==> config.mk <==
export PLATFORM = sky130hd
export DESIGN_NAME = oic_top
export DESIGN_NICKNAME = d
export VERILOG_FILES = /design/src/design/oic_pkg.sv /design/src/design/oic_top.sv
export VERILOG_INCLUDE_DIRS = /design/src /design/src/design
export SDC_FILE = /design/constraint.sdc
export NUM_CORES = 1
export LEC_CHECK = 0
export BUFFER_PORTS_ARGS = -buffer_cell sky130_fd_sc_hd__buf_2
export CAP_MARGIN = 15
export CORE_MARGIN = 2
export CORE_UTILIZATION = 24
export CTS_CLUSTER_SIZE = 8
export DETAILED_ROUTE_END_ITERATION = 10
export PLACE_DENSITY = 0.45
export SETUP_SLACK_MARGIN = 0.5
export SLEW_MARGIN = 25
export SYNTH_ARGS = -nofsm -noshare
export SYNTH_HDL_FRONTEND = slang
export SYNTH_SLANG_ARGS = --single-unit
==> constraint.sdc <==
create_clock -name clk -period 22 [get_ports clk]
set_input_delay 4.4 -clock clk [delete_from_list [all_inputs] [get_ports clk]]
set_output_delay 4.4 -clock clk [all_outputs]
set_load 0.02 [all_outputs]
==> src/design/oic_consts.svh <==
// Constants of the output interface control block: offsets, reset
// values and timing counts. Included by the package and the design.
`ifndef OIC_CONSTS_SVH
`define OIC_CONSTS_SVH
// Register byte offsets on the bus
`define OIC_ADR_CTRL   8'h00
`define OIC_ADR_STAT   8'h04
// Control word reset value and width
`define OIC_CTRL_RST   26'h0000000
`define OIC_CTRL_W     26
// Idle SENT bus longer than this many ticks resyncs the slot counter
`define OIC_IDLE_TICKS 10'h1ff
// Number of the SPI clock edge that may be skipped
`define OIC_SKIP_EDGE  5'h11
// SENT variant codes
`define OIC_SENT_OFF   4'h0
`define OIC_SSENT_A    4'h6
`define OIC_SSENT_B    4'h7
// System clock rate in Hz
`define OIC_CLK_HZ     200000000
// Duty resolution in bits
`define OIC_DUTY_BITS  8
`endif

==> src/design/oic_pkg.sv <==
// Types of the output interface control block.
// Assumes oic_consts.svh is on the include path.
`include "oic_consts.svh"
package oic_pkg;
	// Control word, bit 25 first
	typedef struct packed {
		logic [1:0] pulse_adj;
		logic       pwm_enable;
		logic [2:0] pwm_band;
		logic [3:0] pwm_freq_sel;
		logic       rsvd;
		logic       out_hyst_en;
		logic       err_out_en;
		logic       err_style;
		logic       lin_enable;
		logic       correction_range;
		logic       zero_after_lin;
		logic       idle_slot_resync;
		logic       reset_offline_hold;
		logic [2:0] fall_slew;
		logic       manchester_ignore;
		logic       hyst_to_turn_count;
		logic       skip_extra_spi_edge;
		logic       rx_crc_check;
	} oic_ctrl_t;
	// Owner of the shared output pin
	typedef enum logic [1:0] {
		mode_spi  = 2'h0,
		mode_sent = 2'h1,
		mode_pwm  = 2'h3
	} oic_mode_t;
	// Incoming SPI packet, already checked for CRC
	typedef struct packed {
		logic       valid;
		logic       crc_ok;
		logic       is_read;
		logic [5:0] addr;
	} oic_pkt_t;
	// Carrier frequency in Hz, index {band, freq select}
	localparam logic [11:0] oic_pwm_hz [0:127] = '{
	12'd3125,12'd3101,12'd3077,12'd3053,12'd3030,12'd3008,12'd2985,12'd2963,
	12'd2941,12'd2920,12'd2899,12'd2878,12'd2857,12'd2837,12'd2817,12'd2797,
	12'd2778,12'd2740,12'd2703,12'd2667,12'd2632,12'd2597,12'd2564,12'd2532,
	12'd2500,12'd2469,12'd2439,12'd2410,12'd2381,12'd2353,12'd2326,12'd2299,
	12'd2273,12'd2222,12'd2174,12'd2128,12'd2083,12'd2041,12'd2000,12'd1961,
	12'd1923,12'd1887,12'd1852,12'd1818,12'd1786,12'd1754,12'd1724,12'd1695,
	12'd1667,12'd1613,12'd1563,12'd1515,12'd1471,12'd1429,12'd1389,12'd1351,
	12'd1316,12'd1282,12'd1250,12'd1220,12'd1190,12'd1163,12'd1136,12'd1111,
	12'd1087,12'd1042,12'd1000,12'd962,12'd926,12'd893,12'd862,12'd833,
	12'd806,12'd781,12'd758,12'd735,12'd714,12'd694,12'd676,12'd658,
	12'd641,12'd610,12'd581,12'd556,12'd532,12'd510,12'd490,12'd472,
	12'd455,12'd439,12'd424,12'd410,12'd397,12'd385,12'd373,12'd362,
	12'd352,12'd333,12'd316,12'd301,12'd287,12'd275,12'd263,12'd253,
	12'd243,12'd234,12'd225,12'd217,12'd210,12'd203,12'd197,12'd191,
	12'd185,12'd175,12'd166,12'd157,12'd150,12'd143,12'd137,12'd131,
	12'd126,12'd121,12'd116,12'd112,12'd108,12'd105,12'd101,12'd98
	};
endpackage

==> src/design/oic_top.sv <==
// Output interface control word with the logic it steers: pin owner,
// PWM carrier, error response, angle path, SENT slots, SPI options.
// Assumes one clock; pins arrive asynchronously, the rest on clk.
`timescale 1ns/1ps
`include "oic_consts.svh"

module oic_top #(
	parameter int CLK_HZ = `OIC_CLK_HZ,
	parameter int N_ERR  = 8
) (
	// Clock and reset
	input  wire logic                  clk,
	input  wire logic                  resetn,
	// Wishbone slave
	input  wire logic                  wb_cyc_i,
	input  wire logic                  wb_stb_i,
	input  wire logic                  wb_we_i,
	input  wire logic [7:0]            wb_adr_i,
	input  wire logic [3:0]            wb_sel_i,
	input  wire logic [31:0]           wb_dat_i,
	output logic      [31:0]           wb_dat_o,
	output logic                       wb_ack_o,
	// Shadow load of the control word
	input  wire logic                  cfg_load,
	input  wire logic [25:0]           cfg_word,
	// Angle path
	input  wire logic [13:0]           angle_raw,
	input  wire logic [13:0]           pll_angle,
	input  wire logic [13:0]           zcd_angle,
	input  wire logic                  turns_use_pll,
	input  wire logic [5:0]            hyst_thr,
	input  wire logic [11:0]           zero_offset,
	input  wire logic [10:0]           lin_corr,
	// SENT side
	input  wire logic [3:0]            sent_variant,
	input  wire logic                  sent_tx,
	input  wire logic                  sent_tick,
	input  wire logic                  sent_bus_pin,
	input  wire logic                  sync_pulse,
	input  wire logic                  slot_sync,
	input  wire logic                  slot_mark_en,
	input  wire logic                  slot_advance,
	// Errors, index 0 has the highest priority
	input  wire logic [N_ERR-1:0]      err_flags,
	input  wire logic [8*N_ERR-1:0]    err_duty,
	// SPI side
	input  wire logic                  spi_dout,
	input  wire logic                  spi_dout_en,
	input  wire logic                  spi_sclk_pin,
	input  wire logic                  spi_csn_pin,
	input  wire oic_pkg::oic_pkt_t     pkt,
	// Manchester commands on the supply line
	input  wire logic                  man_cmd_valid,
	// Shared output pin
	output logic                       miso_o,
	output logic                       miso_oe,
	// Steering outputs
	output logic                       sent_en,
	output logic      [2:0]            sent_slew,
	output logic                       lin_active,
	output logic      [13:0]           out_angle,
	output logic      [13:0]           turns_angle,
	output logic      [13:0]           turns_in,
	output logic                       online,
	output logic      [3:0]            slot_cnt,
	output logic                       man_cmd_accept,
	output logic                       spi_bit_strobe,
	output logic                       pkt_accept,
	output logic      [5:0]            resp_addr
);
	initial begin
		if (CLK_HZ < 8192 || CLK_HZ > 1000000000 || N_ERR < 1)
			$error("oic_top: parameter out of range");
	end

	// Hold the old angle until the new one moves past the threshold
	function automatic logic [13:0] hyst_step(input logic [13:0] held,
			input logic [13:0] now, input logic [5:0] thr);
		logic [13:0] d;
		d = now - held;
		if (d[13])
			d = 14'h0 - d;
		return (d > {8'h00, thr}) ? now : held;
	endfunction

	// Merge write data into a word by byte lanes
	function automatic logic [31:0] lane_merge(input logic [31:0] old,
			input logic [31:0] nw, input logic [3:0] sel);
		logic [31:0] r;
		r = old;
		for (int i = 0; i < 4; i++)
			if (sel[i])
				r[8*i +: 8] = nw[8*i +: 8];
		return r;
	endfunction

	oic_pkg::oic_ctrl_t ctrl;
	oic_pkg::oic_mode_t out_mode;
	oic_pkg::oic_mode_t next_mode;
	logic [31:0] next_ctrl;
	logic        hit;
	logic        err_any;
	logic        err_tri;
	logic        err_halve;
	logic [7:0]  err_code;
	logic        sent_on;
	logic        shared_bus;

	// Bus handshake: answer one cycle after the request
	assign hit = wb_cyc_i && wb_stb_i && !wb_ack_o;
	always_ff @(posedge clk) begin
		if (!resetn)
			wb_ack_o <= 1'b0;
		else
			wb_ack_o <= hit;
	end

	// Control word; a bus write in the same cycle beats a shadow load
	always_comb begin
		next_ctrl = lane_merge({6'h00, ctrl}, wb_dat_i, wb_sel_i);
	end
	always_ff @(posedge clk) begin
		if (!resetn)
			ctrl <= `OIC_CTRL_RST;
		else if (hit && wb_we_i && wb_adr_i == `OIC_ADR_CTRL)
			ctrl <= next_ctrl[25:0];
		else if (cfg_load)
			ctrl <= cfg_word;
	end

	// Read data; unmapped offsets read as zero
	logic [7:0] drop_cnt;
	always_ff @(posedge clk) begin
		if (!resetn)
			wb_dat_o <= 32'h0;
		else if (hit && !wb_we_i) begin
			case (wb_adr_i)
			`OIC_ADR_CTRL: wb_dat_o <= {6'h00, ctrl};
			`OIC_ADR_STAT: wb_dat_o <= {16'h0000, drop_cnt, slot_cnt,
				online, err_any, out_mode};
			default:       wb_dat_o <= 32'h0;
			endcase
		end
	end

	// Error response; gated off entirely when error output is off
	always_comb begin
		err_any  = |err_flags;
		err_code = 8'h00;
		for (int i = N_ERR - 1; i >= 0; i--)
			if (err_flags[i])
				err_code = err_duty[8*i +: 8];
	end
	assign err_tri   = ctrl.err_out_en && !ctrl.err_style && err_any;
	assign err_halve = ctrl.err_out_en && ctrl.err_style && err_any;

	// Pin owner from the enable bit and the SENT variant
	assign sent_on    = sent_variant != `OIC_SENT_OFF;
	assign shared_bus = sent_variant == `OIC_SSENT_A ||
		sent_variant == `OIC_SSENT_B;
	always_comb begin
		if (ctrl.pwm_enable)
			next_mode = oic_pkg::mode_pwm;
		else if (sent_on)
			next_mode = oic_pkg::mode_sent;
		else
			next_mode = oic_pkg::mode_spi;
	end
	always_ff @(posedge clk) begin
		if (!resetn) begin
			out_mode  <= oic_pkg::mode_spi;
			sent_en   <= 1'b0;
			sent_slew <= 3'h0;
		end else begin
			out_mode  <= next_mode;
			sent_en   <= !ctrl.pwm_enable && sent_on;
			sent_slew <= ctrl.fall_slew;
		end
	end

	// Angle path: offset, linearization, hysteresis
	logic [13:0] off14;
	logic [13:0] corr14;
	logic [13:0] pre_lin;
	logic [13:0] post_lin;
	logic [13:0] next_angle;
	logic [13:0] held_out;
	assign off14  = {zero_offset, 2'b00};
	// Correction spans a sixteenth turn, or an eighth when doubled
	assign corr14 = ctrl.correction_range ?
		{{2{lin_corr[10]}}, lin_corr, 1'b0} :
		{{3{lin_corr[10]}}, lin_corr};
	always_comb begin
		pre_lin  = ctrl.zero_after_lin ? angle_raw :
			angle_raw - off14;
		post_lin = ctrl.lin_enable ? pre_lin + corr14 : pre_lin;
		if (ctrl.zero_after_lin)
			post_lin = post_lin - off14;
	end
	always_ff @(posedge clk) begin
		if (!resetn)
			held_out <= 14'h0;
		else
			held_out <= hyst_step(held_out, post_lin, hyst_thr);
	end
	assign next_angle = ctrl.out_hyst_en ? held_out : post_lin;
	always_ff @(posedge clk) begin
		if (!resetn) begin
			out_angle  <= 14'h0;
			lin_active <= 1'b0;
		end else begin
			out_angle  <= next_angle;
			lin_active <= ctrl.lin_enable;
		end
	end

	// Turns source and turns angle register
	logic [13:0] pll_held;
	logic [13:0] pll_pick;
	always_ff @(posedge clk) begin
		if (!resetn)
			pll_held <= 14'h0;
		else
			pll_held <= hyst_step(pll_held, pll_angle, hyst_thr);
	end
	assign pll_pick = ctrl.hyst_to_turn_count ? pll_held : pll_angle;
	always_ff @(posedge clk) begin
		if (!resetn) begin
			turns_angle <= 14'h0;
			turns_in    <= 14'h0;
		end else begin
			turns_angle <= pll_pick;
			turns_in    <= turns_use_pll ? pll_pick : zcd_angle;
		end
	end

	// PWM carrier as a phase accumulator: frequency in Hz added per
	// clock, wrap at the clock rate, or twice it when err_halve is set; no divider needed for any entry
	logic [31:0] phase;
	logic [31:0] modulus;
	logic [31:0] next_phase;
	logic [31:0] duty_thr;
	logic [11:0] carrier_hz;
	logic [7:0]  duty;
	assign carrier_hz = oic_pkg::oic_pwm_hz[{ctrl.pwm_band,
		ctrl.pwm_freq_sel}];
	assign modulus = err_halve ? 32'(2 * CLK_HZ) : 32'(CLK_HZ);
	assign duty = err_halve ? err_code : out_angle[13:6];
	assign duty_thr = 32'((modulus >> `OIC_DUTY_BITS) * duty);
	always_comb begin
		next_phase = phase + {20'h00000, carrier_hz};
		if (next_phase >= modulus)
			next_phase = next_phase - modulus;
	end
	always_ff @(posedge clk) begin
		if (!resetn)
			phase <= 32'h0;
		else
			phase <= next_phase;
	end

	// Shared pin driver
	always_ff @(posedge clk) begin
		if (!resetn) begin
			miso_o  <= 1'b0;
			miso_oe <= 1'b0;
		end else begin
			unique case (out_mode)
			oic_pkg::mode_pwm: begin
				miso_o  <= phase < duty_thr;
				miso_oe <= !err_tri;
			end
			oic_pkg::mode_sent: begin
				miso_o  <= sent_tx;
				miso_oe <= 1'b1;
			end
			default: begin
				miso_o  <= spi_dout;
				miso_oe <= spi_dout_en;
			end
			endcase
		end
	end

	// SENT bus level synchroniser and idle counter
	logic       bus_m;
	logic       bus_s;
	logic [9:0] idle_cnt;
	logic       idle_hit;
	logic       resync;
	always_ff @(posedge clk) begin
		if (!resetn) begin
			bus_m <= 1'b1;
			bus_s <= 1'b1;
		end else begin
			bus_m <= sent_bus_pin;
			bus_s <= bus_m;
		end
	end
	// Saturates one past the limit so the hit fires once per idle spell
	assign idle_hit = bus_s && sent_tick &&
		idle_cnt == `OIC_IDLE_TICKS;
	always_ff @(posedge clk) begin
		if (!resetn)
			idle_cnt <= 10'h0;
		else if (!bus_s)
			idle_cnt <= 10'h0;
		else if (sent_tick && idle_cnt <= `OIC_IDLE_TICKS)
			idle_cnt <= idle_cnt + 10'h1;
	end

	// Slot counter; a shadow load counts as the reset of the slot logic
	assign resync = sync_pulse ||
		(idle_hit && ctrl.idle_slot_resync) ||
		(slot_sync && slot_mark_en);
	always_ff @(posedge clk) begin
		if (!resetn) begin
			online   <= 1'b1;
			slot_cnt <= 4'h0;
		end else if (!shared_bus) begin
			online   <= 1'b1;
			slot_cnt <= 4'h0;
		end else if (cfg_load) begin
			online   <= !cfg_word[7];
			slot_cnt <= 4'h0;
		end else if (resync) begin
			online   <= 1'b1;
			slot_cnt <= 4'h0;
		end else if (slot_advance && online)
			slot_cnt <= slot_cnt + 4'h1;
	end

	// Manchester commands pass only when not ignored
	always_ff @(posedge clk) begin
		if (!resetn)
			man_cmd_accept <= 1'b0;
		else
			man_cmd_accept <= man_cmd_valid &&
				!ctrl.manchester_ignore;
	end

	// SPI clock and select synchronisers, rising edge count
	logic       sclk_m;
	logic       sclk_s;
	logic       sclk_d;
	logic       csn_m;
	logic       csn_s;
	logic [4:0] edge_cnt;
	logic       sclk_rise;
	always_ff @(posedge clk) begin
		if (!resetn) begin
			sclk_m <= 1'b0;
			sclk_s <= 1'b0;
			sclk_d <= 1'b0;
			csn_m  <= 1'b1;
			csn_s  <= 1'b1;
		end else begin
			sclk_m <= spi_sclk_pin;
			sclk_s <= sclk_m;
			sclk_d <= sclk_s;
			csn_m  <= spi_csn_pin;
			csn_s  <= csn_m;
		end
	end
	assign sclk_rise = sclk_s && !sclk_d && !csn_s;
	always_ff @(posedge clk) begin
		if (!resetn)
			edge_cnt <= 5'h0;
		else if (csn_s)
			edge_cnt <= 5'h0;
		else if (sclk_rise && edge_cnt != 5'h1f)
			edge_cnt <= edge_cnt + 5'h1;
	end
	// The edge numbered seventeen has sixteen already counted
	always_ff @(posedge clk) begin
		if (!resetn)
			spi_bit_strobe <= 1'b0;
		else
			spi_bit_strobe <= sclk_rise &&
				!(ctrl.skip_extra_spi_edge &&
				edge_cnt == `OIC_SKIP_EDGE - 5'h1);
	end

	// Incoming packet filter; the answer address survives a discard
	logic pkt_ok;
	assign pkt_ok = pkt.valid && (pkt.crc_ok || !ctrl.rx_crc_check);
	always_ff @(posedge clk) begin
		if (!resetn) begin
			pkt_accept <= 1'b0;
			resp_addr  <= 6'h00;
			drop_cnt   <= 8'h00;
		end else begin
			pkt_accept <= pkt_ok;
			if (pkt_ok && pkt.is_read)
				resp_addr <= pkt.addr;
			if (pkt.valid && !pkt_ok && drop_cnt != 8'hff)
				drop_cnt <= drop_cnt + 8'h01;
		end
	end
endmodule

-- Word-level counts from Yosys, hierarchy flattened
Memories as Yosys holds them, arrays and structs flattened.
Cells that the tools add are included.
- register bits: 214
- memory bits (read-only): 1536
- input bits: 245
- output and inout bits: 96
- logic and storage cells: 177
- memories: 1
- memory list (memory ; depth ; bits a word ; rd ports ; clocked after Yosys merged registers in ; wr ports ; line ; text):
    (name not given) ; 128 ; 12 ; 1 ; 0 ; 0 ; oic_top.sv:245 ; assign carrier_hz = oic_pkg::oic_pwm_hz[{ctrl.pwm_band,
- add/sub/neg operators: 13
- multipliers: 1
- $lt $le $gt $ge: 6
- eq/ne operators: 13
- mux-type cells: 37
- bitwise operators: 3
- reductions and logical operators: 55
- operators by type and width (cell ; number):
    14-bit 2-to-1 mux ; 10
    8-bit 2-to-1 mux ; 12
    14-bit subtractor ; 4
    26-bit 2-to-1 mux ; 2
    26-bit case mux with 2 select lines ; 1
    32-bit by 12-bit adder with 32-bit output ; 1
    32-bit by 29-bit >= comparator with 1-bit output ; 1
    32-bit by 29-bit < comparator with 1-bit output ; 1
    32-bit 2-to-1 mux ; 1
    32-bit by 29-bit subtractor with 32-bit output ; 1
    21-bit by 8-bit multiplier with 29-bit output ; 1
    29-bit 2-to-1 mux ; 1
    14-bit by 6-bit > comparator with 1-bit output ; 2
    1-bit by 14-bit subtractor with 14-bit output, first input constant ; 2
    1-bit logical AND ; 26
    12-bit 2-to-1 mux ; 2
    14-bit adder ; 1
    1-bit zero test ; 12
    2-bit AND reduction ; 6
    11-bit 2-to-1 mux ; 1
    10-bit by 1-bit adder with 10-bit output, second input constant ; 1
    10-bit by 9-bit == test with 1-bit output, second input constant ; 1
    10-bit by 9-bit less-or-equal comparator with 1-bit output, second input constant ; 1
    8-bit by 1-bit adder with 8-bit output, second input constant ; 1
    other kinds (23) ; 36

-- Logic depth before layout (Yosys ltp)
- depth after elaboration: 12
- gate-level depth with buffers: 45
- depth with buffers taken out: 41

-- Worst setup path after synthesis
No wires, ideal clock.
- path type: input-to-reg
- start: in err_flags[0]
- end: reg miso_o
- library setup time: 0.058 ns
- arrival: 12.581 ns
- data required time: 21.942 ns
- slack: 9.361 ns
- stages: 37
- buffers on the path: 3
- cell sequence: clkbuf_1 -> or4_1 -> or4_1 -> and3_1 -> clkbuf_1 -> inv_2 -> clkbuf_1 -> nor2_1 -> o21ai_0 -> nand2_1 -> fa_1 -> inv_1 -> fa_1 -> inv_1 -> fa_1 -> inv_1 -> fa_1 -> inv_1 -> ha_1 -> o21a_1 -> o21ai_0 -> a31oi_1 -> o41a_1 -> a21o_1 -> a21oi_1 -> nor2_1 -> o41ai_1 -> o21ai_0 -> or3_1 -> nand2_1 -> ha_1 -> a21o_1 -> a21oi_1 -> and4b_1 -> o211ai_1 -> a31oi_1 -> o21a_1
- cells in the longest elaborated chain, start to end: 6
- elaborated cells on any way between the ends: 8
- classes of those cells: mul (1); order compare (1); mux (4); reduce/logical (2)
- ends and longest elaborated chain (what ; line ; text):
    from (decl) ; oic_top.sv:44 ; input wire logic [N_ERR-1:0] err_flags,
    8-bit OR reduction ; oic_top.sv:148 ; err_any = |err_flags;
    1-bit logical AND ; oic_top.sv:155 ; assign err_halve = ctrl.err_out_en && ctrl.err_style && err_any;
    8-bit 2-to-1 mux / 29-bit 2-to-1 mux (equally long branches) ; oic_top.sv:248, oic_top.sv:247 ;
    21-bit by 8-bit multiplier with 29-bit output (*) ; oic_top.sv:249 ; assign duty_thr = 32'((modulus >> `OIC_DUTY_BITS) * duty);
    32-bit by 29-bit < comparator with 1-bit output (*) ; oic_top.sv:270 ; miso_o <= phase < duty_thr;
    1-bit case mux with 2 select lines (*) ; oic_top.sv:268 ; unique case (out_mode)
    to (signal assigned) ; oic_top.sv:270 ;
    to (signal assigned) ; oic_top.sv:274 ; miso_o <= sent_tx;
    to (signal assigned) ; oic_top.sv:278 ; miso_o <= spi_dout;
    to (decl) ; oic_top.sv:55 ; output logic miso_o,
Mark *: on every way between the ends. The rest lies on a longest branch, timed or not.
A chain may end at the register's enable or synchronous reset.

-- Worst setup path after layout
Ends and elaborated chain as after synthesis.

==> results.json <==
{
  "relSlewSlack": 0.344,
  "critPathMaxStageDelay_ns": 0.60,
  "rsz0062_at_grt": "no",
  "clock_latency_ns": 0.60,
  "syn-instance-count": 2495,
  "numClockSinks": 208,
  "avgViaCountPerCell": 4.73,
  "gp_congestion": 0.843,
  "drc": 0,
  "synth.yosys.seq_area_share": 0.212,
  "p_leak_nw": 10.4,
  "crit-reg2reg-launch": "ctrl[10]$_SDFFE_PN0P_",
  "cts-resized-gates": 0,
  "fill_cells": 8847,
  "status": "finished clean",
  "finalSetupViolations": 0,
  "die_area_um2": 84100,
  "seq_area_um2": 4170,
  "cp.required_ns": 22.51,
  "clkTransAtPathRegs_ns": 0.05,
  "path_max_fanout": 19,
  "crit_buf_inv": 6,
  "timing.hold.ws_ns": 0.409,
  "wl_per_cell_um": 17.3,
  "yosysWarnings": 0,
  "tightest_slew_ns": 0.983,
  "fin_util": 0.286,
  "critPathSlowestCell": "fa_1",
  "min_period_over_period": 0.617,
  "routed_wl_mm": 66.0,
  "port_buffers": 328,
  "place_ws_ns": 7.83,
  "critPathTopFamily": "compound AO/OA/AOI/OAI gates",
  "fin_nets": 3261,
  "multi_input_area_um2": 14100,
  "cts_setup_buffers": 0,
  "core-area_um2": 80800,
  "dp_hpwl_mm": 52.0,
  "peakVddDrop_mv": 0.0828,
  "ys_types": 90,
  "synthArstFlopShare": 0,
  "grt_antenna_before_repair": 10,
  "powerDensity_nw_per_um2": 125,
  "drv_slew": 0,
  "synth_area_um2": 19600,
  "hold_buffers": 0,
  "cts_buffers": 31,
  "dieHeight_um": 290,
  "io_pins": 341,
  "first_iter_violations": 1060,
  "setup_tns_ns": 0,
  "post-route-min-period_ns": 13.58,
  "synthFlopType": "dfxtp_1",
  "initial_core_util": 0.243,
  "tritoncts": "built",
  "grt_usage": 0.154,
  "drtPass1Iterations": 5,
  "clockBufferDepth": 3,
  "die_w_um": 290,
  "root_buffer": "clkbuf_16",
  "hold_start": "bus_m$_SDFF_PN1_",
  "clock.fmax_mhz": 73.7,
  "final-hold-violation-count": 0,
  "critPathLaunchType": "input pin",
  "grt_start_max_net_pins": 78,
  "grt_pass1_wl_mm": 103,
  "hp-class": "reg -> reg",
  "grt_pass1_vias": 17673,
  "synth-seq-cells": 208,
  "crit_start": "err_flags[0]",
  "synth_edf_count": 0,
  "ant_nets": 0,
  "finalClockSkew_ns": 0.0411,
  "critical_path_arrival_ns": 14.08,
  "overflow": 0,
  "area_delta_synth_final_pct": 17.6,
  "setup_ws_ns": 8.42,
  "htreeDepth": 1,
  "drv_cap": 0,
  "rows": 104,
  "critPathKind": "in -> reg",
  "layout-drive-gt1-share": 0.159,
  "avgSynthCellArea_um2": 7.87,
  "cp-end-kind": "flip-flop",
  "vias": 18054
}
## area by class of cell
cell class / instances / share of cell area
antenna: 2 / 0.000217
inverter: 226 / 0.0368
tap: 1060 / 0.0574
timing repair buffer: 345 / 0.0767
clock buffer: 36 / 0.0348
sequential: 208 / 0.180
multi-input combinational: 1938 / 0.611
clock inverter: 4 / 0.00260
## worst register-to-register path, delay by kind of cell (launching register included)
kind	cells	cell delay [ns]
and+or+nand+nor	5	1.51
adders and majority gates	4	1.37
DFF	1	0.71
muxes	3	1.01
AOI/OAI and AO/OA	18	3.36
xor gates and xnor gates	4	1.01
## cell usage after synthesis, types with 70 or more instances
master / number / share of area
nand2_1: 211 / 0.040
nor2_1: 245 / 0.047
xnor2_1: 76 / 0.034
ha_1: 195 / 0.12
clkbuf_1: 93 / 0.018
dfxtp_1: 208 / 0.21
a211oi_1: 70 / 0.027
o21ai_0: 125 / 0.032
a21oi_1: 180 / 0.046
mux2i_1: 76 / 0.039
fa_1: 71 / 0.072
inv_1: 221 / 0.042
## per-stage QoR
step                total power (W)  area [µm²]  cells
floorplan                   0.00200       19700   2502
global placement            0.00247       22200   3777
detailed placement          0.00245       22200   3777
CTS                         0.00294       23100   3817
global route                0.00323       23100   3819
finish                      0.00290       23100   3819
## registers in the layout, indices dropped and copies added (netlist names), 2 cells and up
name and flops:
slot_cnt 4, resp_addr 6, ctrl 26, wb_dat_o 26, turns_angle 14, out_mode 2, turns_in 14, held_out 14
out_angle 14, phase 32, pll_held 14, drop_cnt 8, edge_cnt 5, sent_slew 3, idle_cnt 10
## final timing paths
| kind | endpoint | slack (ns) | cells past startpoint |
|---|---|---|---|
| setup / recovery | miso_o$_SDFF_PN0_ | 8.42 | 35 |
| setup reg to reg | held_out[12]$_SDFFE_PN0N_ | 12.92 | 34 |
| hold / removal | bus_s$_SDFF_PN1_ | 0.41 | 1 |
| hold reg to reg | bus_s$_SDFF_PN1_ | 0.41 | 1 |
## power breakdown
part,leakage [nW],total (W),switching (W),internal [W]
registers,1.71,0.000463,0.0000426,0.000420
logic,8.29,0.00199,0.00115,0.000834
clock network,0.426,0.000447,0.000182,0.000265
total,10.4,0.00290,0.00138,0.00152
## cells by family after synthesis
group,after synthesis,synth area share
compound gates,622,0.207
xor+xnor,144,0.0643
fa+ha+maj,267,0.197
buf+inv,356,0.0721
flops,208,0.212
mux,101,0.0554
other cells,1,0.000191
simple gates,796,0.192
## per-layer routing
layer,share of wire,track usage,vias up
li1,-,-,9254
met1,0.48,0.212,8285
met2,0.46,0.255,435
met3,0.048,0.0208,76
met4,0.020,0.0356,4
met5,0.00036,0,-
## layout by cell type (no fill, tap or decap), types with 26 or more instances in the layout
master       n
mux2i_1     76
nor2b_1     34
a21o_1      36
nor2_1     245
nand4_1     26
dfxtp_1    205
o21ai_0    124
clkbuf_16   31
inv_1      221
nand2_1    211
xor2_1      68
buf_2      327
nand3_1     69
a211oi_1    70
xnor2_1     75
a21oi_1    180
nand2b_1    44
fa_1        71
nor3_1      51
ha_1       195
Power figures use the tool's default switching activity.
